<file path="src/inc/aperture_delay_pkg.sv">
// package: register map, field layout, reset values, timing counts and carriers
package aperture_delay_pkg;

    // ------------------------------------------------------------------
    // register bus geometry
    // ------------------------------------------------------------------
    localparam int ADDR_W = 12;
    localparam int DATA_W = 24;

    // ------------------------------------------------------------------
    // register offsets
    // ------------------------------------------------------------------
    localparam logic [11:0] SYSREF_CAL_STATUS_ADDR = 12'h2B2;
    localparam logic [11:0] APERTURE_DELAY_CTRL_ADDR = 12'h2B5;

    // ------------------------------------------------------------------
    // field positions
    // ------------------------------------------------------------------
    localparam int CAL_DONE_BIT = 17;
    localparam int INVERT_BIT = 16;
    localparam int COARSE_MSB = 15;
    localparam int COARSE_LSB = 8;
    localparam int FINE_MSB = 7;
    localparam int FINE_LSB = 0;
    localparam int DELAY_W = 17;
    localparam int STEP_W = 8;

    // ------------------------------------------------------------------
    // reset values
    // ------------------------------------------------------------------
    localparam logic [16:0] CTRL_RESET = 17'h00000;
    localparam logic [16:0] CAL_VALUE_RESET = 17'h00000;
    localparam logic [23:0] READ_ZERO = 24'h000000;

    // ------------------------------------------------------------------
    // timing counts, in sampling-clock cycles, and ramp step sizes, in codes
    // ------------------------------------------------------------------
    localparam int RAMP_PERIOD_CYCLES = 384;
    localparam int APPLY_LIMIT_CYCLES = 1536;
    localparam int RAMP_STEP_SLOW = 1;
    localparam int RAMP_STEP_FAST = 4;
    localparam int RAMP_CNT_W = $clog2(RAMP_PERIOD_CYCLES);

    // ------------------------------------------------------------------
    // carriers
    // ------------------------------------------------------------------
    typedef struct packed {
        logic wr;
        logic rd;
        logic [ADDR_W-1:0] addr;
        logic [DATA_W-1:0] wdata;
    } reg_req_t;

    typedef struct packed {
        logic invert;
        logic [STEP_W-1:0] coarse;
        logic [STEP_W-1:0] fine;
    } delay_t;

    typedef struct packed {
        logic finish;
        logic [DELAY_W-1:0] value;
    } cal_result_t;

endpackage

</file>
<file path="src/delay_coarse_ramp.sv">
// module: steps the applied coarse delay toward its target on a fixed period
`timescale 1ns/1ps
module delay_coarse_ramp #(
    parameter int PERIOD = aperture_delay_pkg::RAMP_PERIOD_CYCLES,
    parameter int STEP_FAST = aperture_delay_pkg::RAMP_STEP_FAST
) (
    input wire logic clk_sys,
    input wire logic rst,
    input wire logic [7:0] target,
    input wire logic ramp_en,
    input wire logic ramp_fast,
    output logic [7:0] applied_r
);

    typedef struct packed {
        logic [aperture_delay_pkg::RAMP_CNT_W-1:0] cnt;
        logic [7:0] applied;
    } ramp_state_t;

    localparam logic [aperture_delay_pkg::RAMP_CNT_W-1:0] CNT_TOP =
        aperture_delay_pkg::RAMP_CNT_W'(PERIOD - 1);
    localparam logic [7:0] STEP_BIG = 8'(STEP_FAST);
    localparam logic [7:0] STEP_ONE = 8'(aperture_delay_pkg::RAMP_STEP_SLOW);

    ramp_state_t s_r;
    ramp_state_t s_nxt;
    logic [7:0] step;

    always_comb begin
        s_nxt = s_r;
        step = ramp_fast ? STEP_BIG : STEP_ONE;
        if (s_r.cnt == '0) begin
            s_nxt.cnt = CNT_TOP;
            if (!ramp_en) begin
                s_nxt.applied = target;
            end else if (target > s_r.applied) begin
                s_nxt.applied = (8'(target - s_r.applied) > step) ?
                    8'(s_r.applied + step) : target;
            end else if (target < s_r.applied) begin
                s_nxt.applied = (8'(s_r.applied - target) > step) ?
                    8'(s_r.applied - step) : target;
            end
        end else begin
            s_nxt.cnt = s_r.cnt - 1'b1;
        end
    end

    always_ff @(posedge clk_sys) begin
        if (rst) begin
            s_r <= '0;
        end else begin
            s_r <= s_nxt;
        end
    end

    assign applied_r = s_r.applied;
endmodule

</file>
<file path="src/aperture_delay_control.sv">
// module: sampling aperture delay control with calibrated and manual sources
`timescale 1ns/1ps

// Summary of operation
// - done bit reads 1 only while calibration enabled and sequence finished
// - status word carries the 17-bit calibrated delay; valid only when done
// - calibrated value: bit 16 invert, 15:8 coarse, 7:0 finer delay
// - manual bit 16 set inverts the sampling clock, clear leaves it
// - calibration off: manual bits 15:8 set the coarse delay step
// - calibration off: manual bits 7:0 set the fine delay step
// - fine delay accepted anytime and applied without a glitch
// - coarse limit met by small host writes or by the ramp
// - manual delay register resets to zero
// - rising calibration enable starts the calibration sequence
// - calibration enabled uses calibrated delay, else the manual register
// - ramp moves coarse one or four codes every 384 cycles
// - ramp off: written coarse applied within 1536 cycles
module aperture_delay_control (
    input wire logic clk_sys,
    input wire logic rst,
    input aperture_delay_pkg::reg_req_t reg_req,
    output logic [aperture_delay_pkg::DATA_W-1:0] rd_data_r,
    output logic rd_valid_r,
    input wire logic sysref_cal_enable,
    input wire logic adc_cal_enable,
    input wire logic serial_link_enable,
    input wire logic ramp_en,
    input wire logic ramp_fast,
    input aperture_delay_pkg::cal_result_t cal_result,
    output logic cal_start_r,
    output logic sample_clock_invert_r,
    output logic [aperture_delay_pkg::STEP_W-1:0] coarse_applied_r,
    output logic [aperture_delay_pkg::STEP_W-1:0] fine_applied_r,
    output logic coarse_settled_r
);

    // ------------------------------------------------------------------
    // state
    // ------------------------------------------------------------------
    typedef struct packed {
        aperture_delay_pkg::delay_t ctrl;
        logic cal_done;
        logic [aperture_delay_pkg::DELAY_W-1:0] cal_value;
        logic cal_en_d;
        logic cal_start;
        logic [aperture_delay_pkg::DATA_W-1:0] rd_data;
        logic rd_valid;
        logic invert;
        logic [aperture_delay_pkg::STEP_W-1:0] coarse_target;
        logic [aperture_delay_pkg::STEP_W-1:0] fine;
        logic settled;
    } ctl_state_t;

    ctl_state_t s_r;
    ctl_state_t s_nxt;
    aperture_delay_pkg::delay_t cal_delay;
    aperture_delay_pkg::delay_t src_delay;
    logic ctrl_hit;
    logic stat_hit;
    logic run_active;
    logic [aperture_delay_pkg::STEP_W-1:0] coarse_now;

    assign ctrl_hit = reg_req.addr == aperture_delay_pkg::APERTURE_DELAY_CTRL_ADDR;
    assign stat_hit = reg_req.addr == aperture_delay_pkg::SYSREF_CAL_STATUS_ADDR;
    // host keeps the invert bit and coarse steps within limits while this is set
    assign run_active = adc_cal_enable | serial_link_enable;

    // ------------------------------------------------------------------
    // next state
    // ------------------------------------------------------------------
    always_comb begin
        s_nxt = s_r;
        cal_delay = aperture_delay_pkg::delay_t'(s_r.cal_value);
        src_delay = sysref_cal_enable ? cal_delay : s_r.ctrl;

        // manual register write
        if (reg_req.wr && ctrl_hit) begin
            s_nxt.ctrl = aperture_delay_pkg::delay_t'(
                reg_req.wdata[aperture_delay_pkg::DELAY_W-1:0]);
        end

        // calibration start and completion
        // a dropped enable or a new start wins over a same-cycle finish
        s_nxt.cal_en_d = sysref_cal_enable;
        s_nxt.cal_start = sysref_cal_enable & ~s_r.cal_en_d;
        if (!sysref_cal_enable || s_nxt.cal_start) begin
            s_nxt.cal_done = 1'b0;
        end else if (cal_result.finish) begin
            s_nxt.cal_done = 1'b1;
            s_nxt.cal_value = cal_result.value;
        end

        // applied delay selection
        s_nxt.invert = src_delay.invert;
        s_nxt.coarse_target = src_delay.coarse;
        s_nxt.fine = src_delay.fine;
        s_nxt.settled = coarse_now == s_r.coarse_target;

        // register read
        s_nxt.rd_valid = reg_req.rd;
        s_nxt.rd_data = aperture_delay_pkg::READ_ZERO;
        if (reg_req.rd && ctrl_hit) begin
            s_nxt.rd_data = {7'h00, s_r.ctrl};
        end else if (reg_req.rd && stat_hit) begin
            s_nxt.rd_data = {6'h00, s_r.cal_done, s_r.cal_value};
        end
    end

    always_ff @(posedge clk_sys) begin
        if (rst) begin
            s_r <= '0;
        end else begin
            s_r <= s_nxt;
        end
    end

    // ------------------------------------------------------------------
    // coarse ramp
    // ------------------------------------------------------------------
    delay_coarse_ramp #(
        .PERIOD(aperture_delay_pkg::RAMP_PERIOD_CYCLES),
        .STEP_FAST(aperture_delay_pkg::RAMP_STEP_FAST)
    ) u_ramp (
        .clk_sys(clk_sys),
        .rst(rst),
        .target(s_r.coarse_target),
        .ramp_en(ramp_en),
        .ramp_fast(ramp_fast),
        .applied_r(coarse_now)
    );

    assign rd_data_r = s_r.rd_data;
    assign rd_valid_r = s_r.rd_valid;
    assign cal_start_r = s_r.cal_start;
    assign sample_clock_invert_r = s_r.invert;
    assign coarse_applied_r = coarse_now;
    assign fine_applied_r = s_r.fine;
    assign coarse_settled_r = s_r.settled;
endmodule

</file>
<file path="config.mk">
export PLATFORM = sky130hd
export DESIGN_NAME = aperture_delay_control
export DESIGN_NICKNAME = d
export VERILOG_FILES = /design/src/inc/aperture_delay_pkg.sv /design/src/delay_coarse_ramp.sv /design/src/aperture_delay_control.sv
export SDC_FILE = /design/constraint.sdc
export NUM_CORES = 1
export LEC_CHECK = 0
export ABC_AREA = 1
export ABC_CLOCK_PERIOD_IN_PS = 3800
export BUFFER_PORTS_ARGS = -buffer_cell sky130_fd_sc_hd__buf_2
export CAP_MARGIN = 20
export CORE_UTILIZATION = 25
export CTS_BUF_LIST = sky130_fd_sc_hd__clkbuf_8 sky130_fd_sc_hd__clkbuf_16
export DETAILED_ROUTE_END_ITERATION = 8
export PLACE_DENSITY_LB_ADDON = 0.05
export SLEW_MARGIN = 20
export SYNTH_ARGS = -nofsm -noshare
export SYNTH_HDL_FRONTEND = slang
export SYNTH_SLANG_ARGS = --single-unit
</file>
<file path="constraint.sdc">
create_clock -name clk_sys -period 3.8 [get_ports clk_sys]
set_clock_uncertainty 0.2 [all_clocks]
set_input_delay 0.19 -clock clk_sys [delete_from_list [all_inputs] [get_ports clk_sys]]
set_output_delay 0.19 -clock clk_sys [all_outputs]
set_load 0.05 [all_outputs]
</file>
==> impl_metrics.env <==
export IMPL_wirelength_um=14600
export IMPL_grt_total_usage=0.140
export IMPL_hold_start="reg_req[24]"
export IMPL_vias=4706
export IMPL_drt_antenna_violating_nets=0
export IMPL_max_freq_mhz=315
export IMPL_busiest_layer="met2"
export IMPL_dr_first_iter_drc_count=201
export IMPL_setup_worst_path_start_class="flip-flop"
export IMPL_layout_drive_gt1_share=0.190
export IMPL_grt_setup_unrepaired="no"
export IMPL_leakage_nw=2.86
export IMPL_synth_top_area_share=0.351
export IMPL_wire_per_inst_um=13.7
export IMPL_start_util=0.256
export IMPL_clockRootBuffer="clkbuf_16"
export IMPL_final_instance_count_excl_fill=1066
export IMPL_grt_pass1_wl_um=23300
export IMPL_r2r_start="s_r[9]"
export IMPL_detailed_place_hpwl_um=10500
export IMPL_synthCells=706
export IMPL_worst_slew_pin_slew_ps=662
export IMPL_synth_edf_count=0
export IMPL_avgViaCountPerCell=4.41
export IMPL_critPathKind="reg2reg"
export IMPL_antenna_found_initial=0
export IMPL_tns_ps=0
export IMPL_first_pass_iters=4
export IMPL_rows=52
export IMPL_ys_seq_area_frac=0.351
export IMPL_grt_pass1_vias=4472
export IMPL_fin_nets=881
export IMPL_cts_setup_buffers=0
export IMPL_relSlewSlack=0.556
export IMPL_period_share=0.836
export IMPL_ys_top_cells_by_area="dfxtp_1, nand3_1, nand2_1"
export IMPL_die_area_um2=21300
export IMPL_netlist_area_um2=5190
export IMPL_multi_input_area_um2=2630
export IMPL_synth_ff_type="dfxtp_1"
export IMPL_htreeDepth=3
export IMPL_cts_reportedPaths_clkPinSlew_ps=70
export IMPL_ys_warn_count=0
export IMPL_yosys_cell_types_count=36
export IMPL_cp_end_kind="flip-flop"
export IMPL_area_sequential_um2=1820
export IMPL_status="finished, final reports clean"
export IMPL_area_delta_synth_final_pct=22.4
export IMPL_irDropWorstVdd_mv=0.258
export IMPL_layout_min_cycle_time_ps=3180
export IMPL_mostFrequentLayoutCell="nand2_1"
export IMPL_ys_async_sr_fraction=0
export IMPL_gr_usage_met1=0.181
export IMPL_gp_congestion=0.799
export IMPL_cp_arrival_ps=3270
export IMPL_powerDensity_nw_per_um2=627
export IMPL_final_cell_mix="nand2_1, dfxtp_1, buf_2, inv_1, nand3_1"
export IMPL_cts_inserted_buffers=9
export IMPL_maxCapViolCount=0
export IMPL_num_fill_cells=2279
export IMPL_ios=107
export IMPL_port_buffers=91
export IMPL_required_ps=3890
export IMPL_cts_buffer_depth=2
export IMPL_grt_max_degree=69
export IMPL_clock_sinks=91
export IMPL_ys_ff_latch=91
export IMPL_drc=0
export IMPL_n_antenna_cell=0
export IMPL_slew_violations=0
export IMPL_dp_cells=1011
export IMPL_die_h_um=146
export IMPL_cts_tree="built"
export IMPL_grtUsageMet2=0.233
export IMPL_hold_violations=0
export IMPL_postSynthAreaPerCell_um2=7.35
export IMPL_hp_class="in2reg"
export IMPL_synth_largest_area_cell="dfxtp_1"
export IMPL_die_w_um=146
export IMPL_grt_util_met3=0.0263
export IMPL_core_um2=20300
export IMPL_crit_start="s_r[9]"
export IMPL_finalSetupViolations=0
export IMPL_gr_total_overflow=0
export IMPL_critical_path_max_fanout=9
export IMPL_clkLatencyLatePin_ps=350
## routing by layer
metal / vias up / wire, um
li1: 2448 / -
met4: 0 / 216
met2: 96 / 6910
met1: 2148 / 6960
met5: - / 0
met3: 14 / 533
## cell usage after synthesis, types with 3 or more instances
cell type / instances
buf_4: 41
o21ai_0: 58
buf_2: 3
o31ai_1: 17
nand4_1: 4
nand3_2: 3
nor2_4: 6
nor3_1: 20
xor2_1: 14
a21oi_2: 7
nand2_2: 10
clkbuf_1: 18
ha_1: 25
nand3_1: 79
inv_1: 82
nand2_1: 101
nor2_1: 41
inv_2: 5
clkinv_1: 3
dfxtp_1: 91
a21oi_1: 58
## worst paths after layout
check | endpoint | slack (ps) | depth (start not counted)
min | rd_data_r[17] | 10 | 6
max reg2reg | u_ramp.applied_r[1] | 620 | 17
min reg2reg | u_ramp.s_r[8] | 240 | 1
max | u_ramp.applied_r[1] | 620 | 17
## per-stage QoR
stage	hold slack [ps]	setup slack [ps]	util	total power (W)	area, um^2
after floorplan	132	1130	-	0.00257	5210
after global placement	225	645	0.277	0.00291	5610
after detailed placement	227	641	0.277	0.00292	5610
after CTS	6.39	622	0.313	0.00402	6350
after global routing	29.3	438	0.313	0.00426	6350
final	9.89	622	0.313	0.00398	6350
## worst max-delay path, stage by stage (launching register included)
cell and delay (ps):
dfxtp_1 350, inv_1 150, ha_1 160, inv_1 80, fa_1 420, xor2_1 170
ha_1 300, inv_1 60, a21oi_1 30, o21ai_0 280, nand3_2 140, nor2_4 230
nand2_4 120, nand2_1 80, nand3_1 80, nand3_1 90, nand2_1 70, a21oi_2 110
## kinds of logic (layout without fill, tap and decap cells)
group                      Yosys count  in the layout  synth area share
AOI/OAI and AO/OA                  142            142             0.153
xor gates and xnor gates            16             16            0.0270
adders and majority gates           27             27            0.0680
buffers and inverters              155            240             0.145
DFF                                 91             91             0.351
other                                1              6          0.000723
and+or+nand+nor                    274            274             0.255
## power by group
group / internal, W / switching [W] / leakage [nW]
logic: 0.000607 / 0.00120 / 1.94
clock network: 0.000649 / 0.000410 / 0.171
registers: 0.00103 / 0.0000780 / 0.741
## final cells by class
cell class	instances	area share
Clock buffer	9	0.0355
Clock inverter	7	0.0191
Inverter	90	0.0532
Multi-Input combinational cell	465	0.414
Sequential cell	91	0.287
Tap cell	270	0.0532
Timing Repair Buffer	134	0.138
## repair_timing
action | CTS | global route
resized for setup | 0 | 0
hold buffers | 39 | 0
endpoints found under the hold margin | 38 | 0
## flip-flops by register name, indices dropped and copies added, names as in the netlist
name                   cells
s_r                       27
rd_data_r                 18
cal_delay                 17
u_ramp.s_r                 9
fine_applied_r             8
u_ramp.applied_r           8
cal_start_r                1
coarse_settled_r           1
rd_valid_r                 1
sample_clock_invert_r      1
Note: power is estimated with default switching activity, not from simulation.
